<file path="src/design/wtpg_pkg.sv">
// constants, register map and carrier types for the wan test pattern block
// assumes a single 40 mhz clock and a plain strobe register port
package wtpg_pkg;

   // =====================================================================
   // bus and datapath widths
   localparam int ADDR_W = 8;
   localparam int DATA_W = 16;
   localparam int COUNT_W = 16;

   // =====================================================================
   // register offsets
   localparam logic [7:0] OFS_TEST_CONTROL = 8'h00;
   localparam logic [7:0] OFS_TEST_STATUS = 8'h01;
   localparam logic [7:0] OFS_TRANSMIT_CONTROL = 8'h02;
   localparam logic [7:0] OFS_SECTION_COUNT = 8'h03;
   localparam logic [7:0] OFS_LINE_COUNT = 8'h04;
   localparam logic [7:0] OFS_PATH_COUNT = 8'h05;
   localparam logic [7:0] OFS_PRBS_COUNT = 8'h06;
   localparam logic [7:0] OFS_PRBS_STATUS = 8'h07;
   localparam logic [7:0] OFS_MONITOR_TICK = 8'h08;
   localparam logic [7:0] OFS_IRQ_STATUS = 8'h09;
   localparam logic [7:0] OFS_IRQ_CLEAR = 8'h0a;
   localparam logic [7:0] OFS_IRQ_ENABLE = 8'h0b;

   // =====================================================================
   // field positions
   localparam int CTL_SQ_SEL = 0;
   localparam int CTL_GEN_EN = 1;
   localparam int CTL_CHK_EN = 2;
   localparam int CTL_PRBS_GEN = 3;
   localparam int CTL_PRBS_CHK = 4;
   localparam int STS_CAPABILITY = 0;
   localparam int PST_ERROR = 0;
   localparam int PST_LOCKED = 1;
   localparam int TXC_PW_LSB = 0;
   localparam int TXC_PW_W = 8;
   localparam int TXC_MODE_LSB = 8;
   localparam int TICK_INJECT = 0;
   localparam int IRQ_W = 3;
   localparam int IRQ_PRBS_ERR = 0;
   localparam int IRQ_LOCK = 1;
   localparam int IRQ_MIX_ERR = 2;

   // =====================================================================
   // reset values and pattern constants
   localparam logic [15:0] TXC_RESET = 16'h0004;
   localparam logic [15:0] MIXED_WORD = 16'h0f35;
   localparam logic [15:0] TSS_WORD = 16'h5a3c;
   localparam logic [30:0] PRBS_SEED = 31'h7fffffff;
   localparam int PRBS_TAP_A = 30;
   localparam int PRBS_TAP_B = 27;
   localparam int CID_RUN = 72;
   localparam int LOCK_LEN = 31;

   // =====================================================================
   // types
   typedef enum logic [1:0] {WTPG_MODE_NONE, WTPG_MODE_TSS, WTPG_MODE_CID, WTPG_MODE_SPARE}
      wtpg_mode_t;
   typedef enum logic [2:0] {SRC_LINE, SRC_SQUARE, SRC_MIXED, SRC_PRBS, SRC_TSS, SRC_CID}
      wtpg_src_t;

   typedef struct packed {
      logic prbs_chk;
      logic prbs_gen;
      logic chk_en;
      logic gen_en;
      logic sq_sel;
   } wtpg_ctrl_t;

   typedef struct packed {
      logic [ADDR_W-1:0] addr;
      logic [DATA_W-1:0] wdata;
      logic wr;
      logic rd;
   } wtpg_bus_t;

endpackage : wtpg_pkg

</file>
<file path="src/design/wtpg_prbs_checker.sv">
// self-synchronising prbs31 checker for one serial receive bit per clock
// assumes rx bits are synchronous to ref_clk and qualified by rx_valid
`timescale 1ns/1ps
`default_nettype none
module wtpg_prbs_checker
   import wtpg_pkg::*;
(
   // clock and reset
   input wire logic ref_clk,
   input wire logic rst,
   // control
   input wire logic enable,
   // receive stream
   input wire logic rx_valid,
   input wire logic rx_bit,
   // results
   output logic err_q,
   output logic locked_q
);
   import wtpg_pkg::*;

   logic [30:0] hist_q;
   logic [5:0] run_q;
   wire logic predicted;
   wire logic mismatch;

   // =====================================================================
   // prediction from received taps
   assign predicted = hist_q[PRBS_TAP_A] ^ hist_q[PRBS_TAP_B];
   assign mismatch = rx_bit ^ predicted;

   // =====================================================================
   // runs only when enabled
   always_ff @(posedge ref_clk)
   begin
      if (rst || !enable)
      begin
         hist_q <= '0;
         run_q <= '0;
         locked_q <= 1'b0;
         err_q <= 1'b0;
      end
      else
      begin
         err_q <= rx_valid && locked_q && mismatch;
         if (rx_valid)
         begin
            hist_q <= {hist_q[29:0], rx_bit};
            run_q <= mismatch ? 6'h00 : run_q + 6'h01;
            // lock after a clean run; stays locked so bursts keep counting
            if (!mismatch && run_q >= 6'(LOCK_LEN - 1))
            begin
               locked_q <= 1'b1;
            end
         end
      end
   end

endmodule : wtpg_prbs_checker
`default_nettype wire

</file>
<file path="src/design/wtpg_core.sv">
// wan test pattern generator and checker, serial one bit per clock
// assumes a 40 mhz ref_clk, synchronous reset and a strobe register port
`timescale 1ns/1ps
`default_nettype none
module wtpg_core
   import wtpg_pkg::*;
#(
   parameter int CNT_W = COUNT_W
)
(
   // clock and reset
   input wire logic ref_clk,
   input wire logic rst,
   // register port
   input wire wtpg_pkg::wtpg_bus_t bus,
   output logic [wtpg_pkg::DATA_W-1:0] rdata_q,
   // transmit line
   input wire logic tx_line_bit,
   output logic tx_bit_q,
   output logic tx_test_active,
   // receive line
   input wire logic rx_valid,
   input wire logic rx_bit,
   // interrupt
   output logic irq
);
   import wtpg_pkg::*;

   localparam logic [CNT_W-1:0] CNT_MAX = '1;

   // =====================================================================
   // registers
   wtpg_ctrl_t ctrl_q;
   logic [15:0] txc_q;
   logic [IRQ_W-1:0] irq_sts_q;
   logic [IRQ_W-1:0] irq_en_q;
   logic inject_q;
   logic [CNT_W-1:0] prbs_cnt_q;
   logic [CNT_W-1:0] par_cnt_q [3];
   wtpg_src_t src_q;

   // =====================================================================
   // address decode
   wire logic [TXC_PW_W-1:0] pw = txc_q[TXC_PW_LSB +: TXC_PW_W];
   wire wtpg_mode_t mode = wtpg_mode_t'(txc_q[TXC_MODE_LSB +: 2]);
   wire logic wr_ctl = bus.wr && bus.addr == OFS_TEST_CONTROL;
   wire logic wr_txc = bus.wr && bus.addr == OFS_TRANSMIT_CONTROL;
   wire logic wr_tick = bus.wr && bus.addr == OFS_MONITOR_TICK;
   wire logic wr_iclr = bus.wr && bus.addr == OFS_IRQ_CLEAR;
   wire logic wr_ien = bus.wr && bus.addr == OFS_IRQ_ENABLE;
   wire logic rd_prbs = bus.rd && bus.addr == OFS_PRBS_COUNT;
   wire logic [2:0] rd_par = {bus.rd && bus.addr == OFS_PATH_COUNT,
                              bus.rd && bus.addr == OFS_LINE_COUNT,
                              bus.rd && bus.addr == OFS_SECTION_COUNT};

   always_ff @(posedge ref_clk)
   begin
      if (rst)
      begin
         ctrl_q <= '0;
         txc_q <= TXC_RESET;
         irq_en_q <= '0;
         inject_q <= 1'b0;
      end
      else
      begin
         if (wr_ctl)
            ctrl_q <= bus.wdata[4:0];
         if (wr_txc)
            txc_q <= bus.wdata;
         if (wr_ien)
            irq_en_q <= bus.wdata[IRQ_W-1:0];
         // single-cycle request; writing zero does nothing
         inject_q <= wr_tick && bus.wdata[TICK_INJECT];
      end
   end

   // =====================================================================
   // pattern sources
   logic [8:0] sq_cnt_q;
   logic sq_lvl_q;
   logic [15:0] mix_q;
   logic [15:0] tss_q;
   logic [6:0] cid_cnt_q;
   logic cid_lvl_q;
   logic [30:0] lfsr_q;
   wire logic prbs_out = lfsr_q[PRBS_TAP_A] ^ lfsr_q[PRBS_TAP_B];
   // toggle once the programmed width has elapsed; zero acts as one
   wire logic sq_wrap = (sq_cnt_q + 9'h001) >= {1'b0, pw};
   wire logic cid_wrap = cid_cnt_q == 7'(CID_RUN - 1);

   always_ff @(posedge ref_clk)
   begin
      if (rst)
      begin
         sq_cnt_q <= '0;
         sq_lvl_q <= 1'b0;
         mix_q <= MIXED_WORD;
         tss_q <= TSS_WORD;
         cid_cnt_q <= '0;
         cid_lvl_q <= 1'b0;
         lfsr_q <= PRBS_SEED;
      end
      else
      begin
         sq_cnt_q <= sq_wrap ? 9'h000 : sq_cnt_q + 9'h001;
         sq_lvl_q <= sq_wrap ? !sq_lvl_q : sq_lvl_q;
         mix_q <= {mix_q[14:0], mix_q[15]};
         // structure pattern rotates a fixed word
         tss_q <= {tss_q[14:0], tss_q[15]};
         // identical digits: long runs of one level, then the other
         cid_cnt_q <= cid_wrap ? 7'h00 : cid_cnt_q + 7'h01;
         cid_lvl_q <= cid_wrap ? !cid_lvl_q : cid_lvl_q;
         // generator state never sees the injected flip
         lfsr_q <= {lfsr_q[29:0], prbs_out};
      end
   end

   // =====================================================================
   // source priority
   // generator enable shadows prbs; prbs shadows tss and cid
   wire wtpg_src_t src_pat = ctrl_q.sq_sel ? SRC_SQUARE : SRC_MIXED;
   wire wtpg_src_t src_low = mode == WTPG_MODE_TSS ? SRC_TSS :
                             mode == WTPG_MODE_CID ? SRC_CID : SRC_LINE;
   // prbs only when the pattern generator is off
   wire wtpg_src_t src_d = ctrl_q.gen_en ? src_pat : ctrl_q.prbs_gen ? SRC_PRBS : src_low;
   logic tx_d;

   always_comb
   begin
      unique case (src_q)
         // square or mixed by the select bit
         SRC_SQUARE: tx_d = sq_lvl_q;
         SRC_MIXED: tx_d = mix_q[15];
         SRC_PRBS: tx_d = prbs_out ^ inject_q;
         SRC_TSS: tx_d = tss_q[15];
         SRC_CID: tx_d = cid_lvl_q;
         SRC_LINE: tx_d = tx_line_bit;
         default: tx_d = tx_line_bit;
      endcase
   end

   // source chosen a cycle ahead so output bit and source stay paired
   always_ff @(posedge ref_clk)
   begin
      if (rst)
      begin
         src_q <= SRC_LINE;
         tx_bit_q <= 1'b0;
      end
      else
      begin
         src_q <= src_d;
         tx_bit_q <= tx_d;
      end
   end

   assign tx_test_active = src_q != SRC_LINE;

   // =====================================================================
   // mixed pattern checker
   logic [15:0] rx_hist_q;
   logic mix_err_q;
   // enable gate and no checking of square traffic
   wire logic mix_chk = ctrl_q.chk_en && !ctrl_q.sq_sel;

   always_ff @(posedge ref_clk)
   begin
      if (rst || !mix_chk)
      begin
         rx_hist_q <= '0;
         mix_err_q <= 1'b0;
      end
      else if (rx_valid)
      begin
         // periodic pattern: each bit must equal the bit one period back
         rx_hist_q <= {rx_hist_q[14:0], rx_bit};
         mix_err_q <= rx_bit != rx_hist_q[15];
      end
      else
      begin
         mix_err_q <= 1'b0;
      end
   end

   // section, line and path counters, saturating, cleared on read
   for (genvar i = 0; i < 3; i++)
   begin : g_parity
      always_ff @(posedge ref_clk)
      begin
         if (rst)
            par_cnt_q[i] <= '0;
         else if (rd_par[i])
            par_cnt_q[i] <= {{(CNT_W-1){1'b0}}, mix_err_q};
         else if (mix_err_q && par_cnt_q[i] != CNT_MAX)
            par_cnt_q[i] <= par_cnt_q[i] + 1'b1;
      end
   end

   // =====================================================================
   // prbs checker
   logic prbs_err;
   logic prbs_locked;
   logic locked_d1_q;

   // self-synchronising taps count each injected flip three times
   wtpg_prbs_checker u_chk (
      .ref_clk(ref_clk),
      .rst(rst),
      .enable(ctrl_q.prbs_chk),
      .rx_valid(rx_valid),
      .rx_bit(rx_bit),
      .err_q(prbs_err),
      .locked_q(prbs_locked)
   );

   // saturate, clear on read; an error in the read cycle survives
   always_ff @(posedge ref_clk)
   begin
      if (rst)
         prbs_cnt_q <= '0;
      else if (rd_prbs)
         prbs_cnt_q <= {{(CNT_W-1){1'b0}}, prbs_err};
      else if (prbs_err && prbs_cnt_q != CNT_MAX)
         prbs_cnt_q <= prbs_cnt_q + 1'b1;
   end

   // =====================================================================
   // interrupts
   wire logic [IRQ_W-1:0] irq_ev = {mix_err_q, prbs_locked && !locked_d1_q, prbs_err};
   wire logic [IRQ_W-1:0] irq_clr = wr_iclr ? bus.wdata[IRQ_W-1:0] : '0;

   always_ff @(posedge ref_clk)
   begin
      if (rst)
      begin
         irq_sts_q <= '0;
         locked_d1_q <= 1'b0;
      end
      else
      begin
         // set beats clear in the same cycle
         irq_sts_q <= (irq_sts_q & ~irq_clr) | irq_ev;
         locked_d1_q <= prbs_locked;
      end
   end

   assign irq = |(irq_sts_q & irq_en_q);

   // =====================================================================
   // read mux
   logic [DATA_W-1:0] rd_d;

   always_comb
   begin
      rd_d = '0;
      unique case (bus.addr)
         OFS_TEST_CONTROL: rd_d[4:0] = ctrl_q;
         OFS_TEST_STATUS: rd_d[STS_CAPABILITY] = 1'b1;
         OFS_TRANSMIT_CONTROL: rd_d = txc_q;
         OFS_SECTION_COUNT: rd_d = DATA_W'(par_cnt_q[0]);
         OFS_LINE_COUNT: rd_d = DATA_W'(par_cnt_q[1]);
         OFS_PATH_COUNT: rd_d = DATA_W'(par_cnt_q[2]);
         OFS_PRBS_COUNT: rd_d = DATA_W'(prbs_cnt_q);
         OFS_PRBS_STATUS:
         begin
            rd_d[PST_ERROR] = prbs_cnt_q != '0;
            rd_d[PST_LOCKED] = prbs_locked;
         end
         OFS_IRQ_STATUS: rd_d[IRQ_W-1:0] = irq_sts_q;
         OFS_IRQ_ENABLE: rd_d[IRQ_W-1:0] = irq_en_q;
         default: rd_d = '0;
      endcase
   end

   always_ff @(posedge ref_clk)
   begin
      if (rst)
         rdata_q <= '0;
      else
         rdata_q <= bus.rd ? rd_d : '0;
   end
endmodule : wtpg_core
`default_nettype wire

</file>
<file path="config.mk">
export PLATFORM = sky130hd
export DESIGN_NAME = wtpg_core
export DESIGN_NICKNAME = d
export VERILOG_FILES = /design/src/design/wtpg_pkg.sv /design/src/design/wtpg_prbs_checker.sv /design/src/design/wtpg_core.sv
export SDC_FILE = /design/constraint.sdc
export NUM_CORES = 1
export LEC_CHECK = 0
export BUFFER_PORTS_ARGS = -buffer_cell sky130_fd_sc_hd__buf_2
export CAP_MARGIN = 25
export CORE_ASPECT_RATIO = 0.6
export CORE_MARGIN = 4
export CORE_UTILIZATION = 50
export DETAILED_ROUTE_END_ITERATION = 6
export PLACE_DENSITY = 0.73
export SYNTH_ARGS = -nofsm -noshare
export SYNTH_HDL_FRONTEND = slang
export SYNTH_SLANG_ARGS = --single-unit
</file>
<file path="constraint.sdc">
create_clock -name ref_clk -period 6.5 [get_ports ref_clk]
set_input_delay 1.3 -clock ref_clk [delete_from_list [all_inputs] [get_ports ref_clk]]
set_output_delay 1.3 -clock ref_clk [all_outputs]
set_load 0.01 [all_outputs]
</file>
==> key figures, run 1 <==
Power
  – Pint: 2450 µW
  – Pleak: 0.00438 µW
  – Combinational Power Share: 0.038
  – Pwr Density: 262 mW/mm²
  – Power Total: 3110 µW
  – Switch share: 0.214
  – Sequential Power Share: 0.523
  – Max VDD drop: 0.157 mV
  – Sw power: 667 µW
  – Clock power share: 0.439

Die
  – I/O pin count: 50
  – DIE HEIGHT: 121 µm
  – Core Box Area: 0.0210 mm²
  – Die ar.: 0.0239 mm²
  – Initial core utilization: 0.508
  – Die X: 197 µm
  – Row count: 41

Placed design
  – GP Congestion: 0.921
  – PortBufs: 49
  – DP Area: 0.0111 mm²
  – HPWL after DPL: 17000 µm
  – Placed cells: 1352

Global routing
  – Gr ovfl total: 0
  – Global-route wire length before repair: 38700 µm
  – Tot GR Track Use: 0.200
  – Initial antenna violation count: 1
  – Vias in the first global route: 7093
  – Largest net degree at the start of global routing: 68

CTS
  – Root Driver: clkbuf_16
  – CTS tree: done
  – Cts repair resizes: 0
  – Post CTS Setup Buffer Count: 0
  – Total CTS buffers: 23
  – Hold_buf cts: 0
  – Max Buffers Root-to-Sink: 3
  – Clk sinks: 250
  – Clk Latency, worst-skew pair: 0.51 ns
  – H-tree levels: 1
  – CTS clk-pin slew, worst paths: 0.06 ns

Cells and area
  – Most frequent cells in the layout: 202 x dfxtp_1, 160 x nor2_1, 77 x nand2_1
  – Fin nets: 1148
  – Layout Area Growth over Synthesis: 10.9%
  – Layout cells sized above 1: 0.161
  – Design Area, Final: 0.0119 mm²
  – Commonest non-fill, non-tap cell in the layout: dfxtp_1
  – Non-filler cells, final: 1393
  – Post-layout util: 0.564

Route
  – WL/cell: 17.3 µm
  – DRC: 0
  – Vias: 7708
  – Met3 WL: 2220 µm
  – DR WL met2: 9440 µm
  – 1st-pass router iterations: 5
  – Post-Route WL: 24100 µm
  – WL met1: 12000 µm
  – Post-DR vias/cell: 5.53
  – Final ANT Viol Nets: 0
  – DRT iter0 DRCs: 808
  – Max layer used: met5

STA
  – Final hold vios: 0
  – Pins Over Slew Limit: 0
  – Final setup vio count: 0
  – Period minus WS final: 3.15 ns
  – Final Cycle Share: 0.484
  – Relative slew slack: 0.374
  – Setup Total Neg Slack: 0 ns
  – Worst-margin pin slew: 0.938 ns
  – RSZ-0062 raised after global routing: false
  – Clock Skews: 0.0132 ns
  – Fmax: 318 MHz

Min path
  – Worst min path class: reg -> reg
  – Worst Hold Launch: lfsr_q[26]

Synthesis
  – Flops & latches, synth: 250
  – Syn Nets: 1122
  – Syn Std Cell Area: 0.0107 mm²
  – Post-synth top flop: dfxtp_1
  – Asr flop ratio synth: 0
  – Number of synthesized flops with an enable pin: 48
  – Syn_area_per_cell: 9.97 µm²
  – Cell variety after synth: 75
  – Seq/Total Area, Yosys: 0.513
  – Synth Warn #: 0
  – Post-Syn Instances: 1073

Worst setup path
  – Critical path class: in -> reg
  – Worst setup SP type: primary input
  – R2R Path Start: par_cnt_q[1][1]
  – Crit path from: bus[23]
  – Crit. End Element: flip-flop
  – Critical Path AT: 3.28 ns
  – Critical path required time: 6.63 ns
  – Worst Path Max Fanout: 16

Outcome
  – Run status: completed

Job
  – Max-cap viol count: 0
worst max-delay path, cell delays in order:
cell and delay, ns:
buf_2 0.12, nor4_4 0.67, and3_1 0.39, nand3_1 0.14
nand3_1 0.65
cell usage after synthesis (3+ instances only):
| master | number | area [µm²] |
|---|---|---|
| nor4b_1 | 3 | 26.3 |
| and3_1 | 17 | 106 |
| nor2b_1 | 32 | 200 |
| a222oi_1 | 9 | 90.1 |
| buf_4 | 3 | 22.5 |
| nand2_1 | 77 | 289 |
| and2_1 | 4 | 25.0 |
| mux2_2 | 3 | 33.8 |
| inv_1 | 24 | 90.1 |
| a211oi_1 | 5 | 37.5 |
| dfxtp_1 | 202 | 4040 |
| a31oi_1 | 6 | 37.5 |
| o21ai_0 | 15 | 75.1 |
| ha_1 | 18 | 225 |
| and4_1 | 8 | 70.1 |
| xnor2_1 | 29 | 254 |
| nor4_1 | 5 | 31.3 |
| or3_1 | 4 | 25.0 |
| or2_2 | 46 | 288 |
| a21oi_1 | 23 | 115 |
| xor2_1 | 42 | 368 |
| nand3_1 | 34 | 170 |
| nand4_1 | 19 | 119 |
| nor3_1 | 19 | 95.1 |
| a221oi_1 | 3 | 26.3 |
| nor2_1 | 160 | 601 |
| o211ai_1 | 3 | 22.5 |
| buf_1 | 10 | 37.5 |
| mux2i_1 | 73 | 731 |
| a22oi_1 | 4 | 30.0 |
| mux4_2 | 3 | 67.6 |
| edfxtp_1 | 48 | 1440 |
| a21oi_2 | 10 | 87.6 |
| o2bb2ai_1 | 10 | 87.6 |
| nand2_2 | 11 | 68.8 |
| buf_2 | 15 | 75.1 |
| clkbuf_1 | 22 | 82.6 |
| nand2b_1 | 8 | 50.1 |
final timing paths:
check	end	slack [ns]	depth (start not counted)
hold reg to reg	lfsr_q[27]	0.40	1
setup reg to reg	par_cnt_q[1][12]	3.67	6
hold / removal	lfsr_q[27]	0.40	1
setup / recovery	par_cnt_q[1][12]	3.35	5
sequential cells by signal (all words and copies together), names as in the netlist:
register and cells:
par_cnt_q 48, lfsr_q 31, u_chk.hist_q 31, mix_q 16, prbs_cnt_q 16, rdata_q 16
rx_hist_q 16, tss_q 16, txc_q 16, sq_cnt_q 9, cid_cnt_q 7, u_chk.run_q 6
ctrl_q 5, irq_en_q 3, irq_sts_q 3, src_q 3, cid_lvl_q 1, inject_q 1
locked_d1_q 1, mix_err_q 1, sq_lvl_q 1, tx_bit_q 1, u_chk.err_q 1, u_chk.locked_q 1
power groups by stage:
stage	clock, µW	sequential (µW)	combinational, µW
6_report	1370	1630	119
5_1_grt	1460	1630	131
4_1_cts	1400	1630	118
3_5_place_dp	0	1660	117
3_3_place_gp	0	1660	115
2_1_floorplan	0	1650	85.6
stage by stage:
stage	hold WS (ns)	setup WS [ns]
after floorplan	0.389	3.30
after global placement	0.391	2.98
after detailed placement	0.393	2.91
after CTS	0.407	3.43
after global routing	0.416	3.20
final	0.405	3.35
per-layer routing:
| metal | vias up | track usage |
|---|---|---|
| met2 | 317 | 0.274 |
| met5 | - | 0 |
| met3 | 32 | 0.0386 |
| met4 | 2 | 0.0325 |
| met1 | 3596 | 0.327 |
| li1 | 3761 | - |
area by class of cell:
cell class                      instances  area (µm²)
Inverter                               25        93.8
Fill cell                            1815        9170
Multi-Input combinational cell        745        4850
Antenna cell                            1        2.50
Clock inverter                          5        61.3
Sequential cell                       250        5490
Tap cell                              279         349
Timing Repair Buffer                   54         305
Clock buffer                           34         709
cells by family (layout without fill, tap and decap cells):
group,after synthesis,in the layout,share of synthesized area
and+or+nand+nor,468,468,0.224
DFF,250,250,0.513
AOI/OAI and AO/OA,108,108,0.0725
buffers and inverters,78,118,0.0331
other,1,2,0.000351
xor gates and xnor gates,71,71,0.0581
muxes,79,79,0.0778
adders and majority gates,18,18,0.0211
(Power assumes the default switching activity.)
==> inputs of run 2 (changes only) <==
PLACE_DENSITY = 0.76   (was 0.73)
clock period = 2.8 ns   (was 6.5 ns; I/O delays follow)
==> key figures, run 2 (synthesized netlist as in run 1, its figures left out) <==
Outcome
  – Run status: completed

Worst setup path
  – Crit. End Element: flip-flop
  – Reg2Reg Depth: 10 (+4)
  – R2R Path Start: sq_cnt_q[0]
  – WP buf/inv: 0 (-1)
  – Critical Path AT: 2.92 ns (-0.36 ns)
  – Worst setup SP type: flip-flop
  – CP max-delay cell: or4_4
  – Critical path required time: 3.24 ns (-3.39 ns)
  – Crit-path max cell delay: 0.57 ns (-0.10 ns)
  – Worst Path Max Fanout: 8 (-8)
  – Critical path class: reg -> reg
  – Reg-to-reg slack, setup: 0.32 ns (-3.35 ns)
  – CP dominant cell by count: ha_1
  – Cells along the critical path: ha_1 > nand2_1 > nor2_1 > xor2_1 > ha_1 > o21a_1 > o21ai_0 > a31oi_1 > or4_4 > nor2b_1
  – Worst R2R End: sq_cnt_q[4]
  – CP delay by family, top: simple AND/OR/NAND/NOR gates

STA
  – Worst-margin pin slew: 0.740 ns (-0.198 ns)
  – Setup Total Neg Slack: 0 ns (unchanged)
  – Final Cycle Share: 0.885
  – Relative slew slack: 0.505 (+0.131)
  – Final hold vios: 0 (unchanged)
  – Period minus WS final: 2.48 ns
  – Pins Over Slew Limit: 0 (unchanged)
  – Final setup vio count: 0 (unchanged)
  – RSZ-0062 raised after global routing: false
  – Clock Skews: 0.0149 ns (+0.00176 ns)
  – Fmax: 403 MHz

Die
  – Row count: 41 (unchanged)
  – I/O pin count: 50 (unchanged)
  – Die ar.: 0.0239 mm² (unchanged)
  – DIE HEIGHT: 121 µm (unchanged)
  – Die X: 197 µm (unchanged)
  – Core Box Area: 0.0210 mm² (unchanged)
  – Initial core utilization: 0.508 (unchanged)

Job
  – Max-cap viol count: 0 (unchanged)

Power
  – Pleak: 0.00445 µW (+1.4%)
  – Pwr Density: 606 mW/mm² (+130%)
  – Max VDD drop: 0.383 mV (+140%)
  – Power Total: 7240 µW (+130%)

CTS
  – Hold_buf cts: 0 (unchanged)
  – Max Buffers Root-to-Sink: 3 (unchanged)
  – Root Driver: clkbuf_16
  – CTS tree: done
  – Clk Latency, worst-skew pair: 0.51 ns (about the same)
  – H-tree levels: 1 (unchanged)
  – Clk sinks: 250 (unchanged)
  – CTS clk-pin slew, worst paths: 0.07 ns (about the same)
  – Post CTS Setup Buffer Count: 0 (unchanged)
  – Total CTS buffers: 23 (unchanged)

Route
  – Vias: 7692 (-0.21%)
  – DRT iter0 DRCs: 759 (-6.1%)
  – 1st-pass router iterations: 6 (+1)
  – Post-DR vias/cell: 5.47 (-1.2%)
  – DRC: 0 (unchanged)
  – WL/cell: 16.8 µm (-3.1%)
  – Final ANT Viol Nets: 0 (unchanged)
  – Post-Route WL: 23600 µm (-2.1%)

Min path
  – Worst Hold Launch: bus[15]
  – Worst Hold Endpoint: txc_q[13]
  – Worst min path class: in -> reg
  – Hold Path Depth: 3 (+2)

Cells and area
  – Fin nets: 1161 (+1.1%)
  – Fillers: 1786 (-1.6%)
  – Area of the multi-input gates: 0.00486 mm² (about the same)
  – Commonest non-fill, non-tap cell in the layout: dfxtp_1
  – Layout Area Growth over Synthesis: 11.8%
  – Design Area, Final: 0.0120 mm² (+0.77%)
  – Post-layout util: 0.568 (+0.00434)
  – Layout cells sized above 1: 0.175 (+0.0140)
  – Largest register FFs: 48 (unchanged)
  – Biggest regs: par_cnt_q: 48 flops, lfsr_q: 31 flops, u_chk.hist_q: 31 flops
  – Most frequent cells in the layout: 202 x dfxtp_1, 160 x nor2_1, 77 x nand2_1
  – Non-filler cells, final: 1407 (+1.0%)
  – Biggest register: par_cnt_q
  – Sequential cell area: 0.00549 mm² (unchanged)

Global routing
  – Vias in the first global route: 6996 (-1.4%)
  – Largest net degree at the start of global routing: 40 (-41%)
  – Global-route wire length before repair: 37900 µm (-2.1%)
  – Tot GR Track Use: 0.196 (-0.00448)
  – Gr ovfl total: 0 (unchanged)
  – Initial antenna violation count: 1 (unchanged)

Placed design
  – DP Area: 0.0112 mm² (+1.1%)
  – HPWL after DPL: 16900 µm (-0.76%)
  – Placed cells: 1366 (+1.0%)
  – GP Congestion: 0.909 (-1.2%)
  – PortBufs: 49 (unchanged)
[run 2: cell count changes in the layout (fill, tap and decap cells not counted), moves of 2 or more]
cell and change:
clkinv_2 +3, clkbuf_16 -2, clkbuf_1 -3, buf_4 +13
[run 2: worst max path at each step]
stage	startpoint	to	cells after the start
5_1_grt	sq_cnt_q[0]	sq_cnt_q[4]	10
4_1_cts	sq_cnt_q[0]	sq_cnt_q[4]	10
3_5_place_dp	sq_cnt_q[0]	sq_cnt_q[6]	10
6_report	sq_cnt_q[0]	sq_cnt_q[4]	10
2_1_floorplan	par_cnt_q[2][6]	par_cnt_q[2][0]	5
3_3_place_gp	sq_cnt_q[0]	sq_cnt_q[4]	10
[run 2: worst reg2reg max path, cell delays in order (launching register included)]
cell,delay (ns)
dfxtp_1,0.40
ha_1,0.25
nand2_1,0.09
nor2_1,0.12
xor2_1,0.19
ha_1,0.29
o21a_1,0.12
o21ai_0,0.15
a31oi_1,0.10
or4_4,0.57
nor2b_1,0.14
[run 2: final cells by class]
| cell class | instances | share of cell area |
|---|---|---|
| antenna | 1 | 0.000209 |
| clock buffer | 29 | 0.0542 |
| clock inverter | 11 | 0.0100 |
| inverter | 25 | 0.00785 |
| multi-input combinational | 745 | 0.406 |
| sequential | 250 | 0.459 |
| tap | 279 | 0.0292 |
| timing repair buffer | 67 | 0.0331 |
[run 2: layer usage]
layer  part of all wire  global-route usage  vias up
met4              0.010              0.0303        0
met3               0.11              0.0563       32
met2               0.39               0.259      330
met5                  0                   0        -
met1               0.50               0.316     3540
li1                   -                   -     3790
[run 2: stage by stage]
step	setup WS, ns	hold slack, ns
floorplan	0.238	0.389
global placement	0.314	0.392
detailed placement	0.242	0.392
CTS	0.210	0.282
global route	0.0938	0.290
finish	0.321	0.303
[run 2: repair_timing]
item / 4_1_cts / 5_1_grt
endpoints found under the hold margin: 0 / 0
endpoints found under the setup margin: 0 / 7
resized for setup: 0 / 1
[run 2: report_power, final]
group	switching, µW	internal [µW]	total (µW)
Clock	1350	1830	3180
Combinational	176	116	292
Sequential	48.6	3720	3770
==> inputs of run 3 (changes only) <==
PLACE_DENSITY = 0.73   (was 0.76)
clock period = 2.6 ns   (was 2.8 ns; I/O delays follow)
==> key figures, run 3 (synthesized netlist as in run 1, its figures left out) <==
Cells and area
  – Largest register FFs: 48 (unchanged)
  – Biggest register: par_cnt_q
  – Biggest regs: par_cnt_q: 48 flops, lfsr_q: 31 flops, u_chk.hist_q: 31 flops
  – Number of antenna repair diodes: 0 (-1)
  – Layout Area Growth over Synthesis: 13.5%
  – Commonest non-fill, non-tap cell in the layout: dfxtp_1
  – Non-filler cells, final: 1417 (+0.71%)
  – Fin nets: 1169 (+0.69%)
  – Layout cells sized above 1: 0.183 (+0.00798)
  – Most frequent cells in the layout: 202 x dfxtp_1, 159 x nor2_1, 77 x nand2_1

Route
  – 1st-pass router iterations: 6 (unchanged)
  – WL/cell: 17.1 µm (+1.8%)
  – Final ANT Viol Nets: 0 (unchanged)
  – Post-DR vias/cell: 5.46 (about the same)
  – DRT iter0 DRCs: 913 (+20%)
  – Vias: 7739 (+0.61%)
  – DRC: 0 (unchanged)
  – Post-Route WL: 24200 µm (+2.5%)

Die
  – Initial core utilization: 0.508 (unchanged)
  – Core Box Area: 0.0210 mm² (unchanged)
  – I/O pin count: 50 (unchanged)
  – Die X: 197 µm (unchanged)
  – Die ar.: 0.0239 mm² (unchanged)
  – Row count: 41 (unchanged)
  – DIE HEIGHT: 121 µm (unchanged)

Worst setup path
  – CP delay by family, top: simple AND/OR/NAND/NOR gates
  – Worst setup SP type: flip-flop
  – Crit-path max cell delay: 0.57 ns (about the same)
  – Worst Path Max Fanout: 8 (unchanged)
  – Reg-to-reg slack, setup: 0.17 ns (-0.16 ns)
  – Cells along the critical path: ha_1 > nand3_1 > xnor2_2 > ha_1 > a211oi_1 > a31oi_1 > or4_4 > nor2b_1
  – CP max-delay cell: or4_4
  – Critical Path AT: 2.88 ns (-0.04 ns)
  – CP dominant cell by count: ha_1
  – Critical path depth: 8 (-2)
  – Reg2Reg Depth: 8 (-2)
  – Critical path class: reg -> reg
  – R2R Path Start: sq_cnt_q[1]
  – WP buf/inv: 0 (unchanged)
  – Worst R2R End: sq_cnt_q[2]
  – Critical path required time: 3.05 ns (-0.19 ns)
  – Crit. End Element: flip-flop

Placed design
  – PortBufs: 49 (unchanged)
  – GP Congestion: 0.940 (+3.3%)
  – HPWL after DPL: 17200 µm (+1.6%)
  – Placed cells: 1373 (+0.51%)

STA
  – Relative slew slack: 0.544 (+0.0390)
  – Clock Skews: 0.00903 ns (-0.00590 ns)
  – Period minus WS final: 2.43 ns (-0.0443 ns)
  – Final setup vio count: 0 (unchanged)
  – Worst-margin pin slew: 0.681 ns (-0.0583 ns)
  – Pins Over Slew Limit: 0 (unchanged)
  – RSZ-0062 raised after global routing: false
  – Final Cycle Share: 0.936 (+0.0510)
  – Fmax: 411 MHz (+1.8%)
  – Final hold vios: 0 (unchanged)
  – Setup Total Neg Slack: 0 ns (unchanged)

CTS
  – Hold_buf cts: 0 (unchanged)
  – H-tree levels: 1 (unchanged)
  – Post CTS Setup Buffer Count: 0 (unchanged)
  – CTS tree: done
  – Max Buffers Root-to-Sink: 3 (unchanged)
  – Clk Latency, worst-skew pair: 0.52 ns (about the same)
  – Total CTS buffers: 24 (+4.3%)
  – CTS clk-pin slew, worst paths: 0.07 ns (about the same)
  – Clk sinks: 250 (unchanged)
  – Root Driver: clkbuf_16

Global routing
  – Vias in the first global route: 7094 (+1.4%)
  – Largest net degree at the start of global routing: 55 (+38%)
  – Tot GR Track Use: 0.199 (+0.00331)
  – Initial antenna violation count: 0 (-1)
  – Global-route wire length before repair: 38600 µm (+1.8%)
  – Gr ovfl total: 0 (unchanged)

Power
  – Pleak: 0.00454 µW (+2.1%)
  – Pwr Density: 670 mW/mm² (+11%)
  – Combinational Power Share: 0.040 (about the same)
  – Max VDD drop: 0.460 mV (+20%)
  – Sequential Power Share: 0.499 (-0.022)
  – Pint: 6400 µW (+13%)
  – Switch share: 0.213 (-0.00431)
  – Sw power: 1730 µW (+10%)
  – Clock power share: 0.461 (+0.022)

Job
  – Max-cap viol count: 0 (unchanged)

Min path
  – Hold Path Depth: 3 (unchanged)
  – Worst Hold Endpoint: txc_q[15]
  – Worst Hold Launch: bus[17]
  – Worst min path class: in -> reg

Outcome
  – Run status: completed
run 3: tightest hold or removal path, cell delays in order:
cell and delay [ns]:
buf_2 0.09, nand2_1 0.06, a21oi_2 0.05
run 3: what timing repair did:
item | 4_1_cts | 5_1_grt
resized for setup | 1 | 3
cloned | 0 | 0
endpoints found under the hold margin | 0 | 0
setup endpoints to repair | 3 | 8
run 3: final cells by class:
class | instances | area, µm²
inverters | 25 | 93.8
repair buffers | 74 | 473
clock buffers | 34 | 731
fillers | 1839 | 8890
well taps | 279 | 349
clock inverters | 10 | 130
flip-flops and latches | 250 | 5490
multi-input cells | 745 | 4880
run 3: worst max path at each step:
stage,end,start
after global placement,sq_cnt_q[6],sq_cnt_q[1]
final,sq_cnt_q[2],sq_cnt_q[1]
after floorplan,par_cnt_q[2][0],par_cnt_q[2][6]
after global routing,sq_cnt_q[1],sq_cnt_q[2]
after detailed placement,sq_cnt_q[2],sq_cnt_q[2]
after CTS,sq_cnt_q[2],sq_cnt_q[2]
run 3: per-stage QoR:
stage	worst slack [ns]	hold WS [ns]	power (µW)	cell area [µm²]	utilization
4_1_cts	0.104	0.238	8190	12100	0.576
3_3_place_gp	0.182	0.392	4460	11300	0.535
3_5_place_dp	0.0158	0.392	4460	11300	0.535
6_report	0.166	0.252	8130	12100	0.577
2_1_floorplan	0.0381	0.389	4340	10700	-
5_1_grt	0.00462	0.241	8400	12100	0.577
run 3: metal layers:
layer  up-vias  wire length (µm)  track usage
met4         0               344       0.0355
met3        27              1960       0.0413
met2       277              9490        0.273
met1      3641             12400        0.321
li1       3794                 -            -
met5         -                 0            0
run 3: power groups by stage:
stage / Combinational [µW] / Sequential [µW] / Clock (µW)
global placement: 312 / 4140 / 0
floorplan: 214 / 4130 / 0
detailed placement: 316 / 4140 / 0
global route: 352 / 4070 / 3990
CTS: 319 / 4060 / 3810
finish: 323 / 4060 / 3750
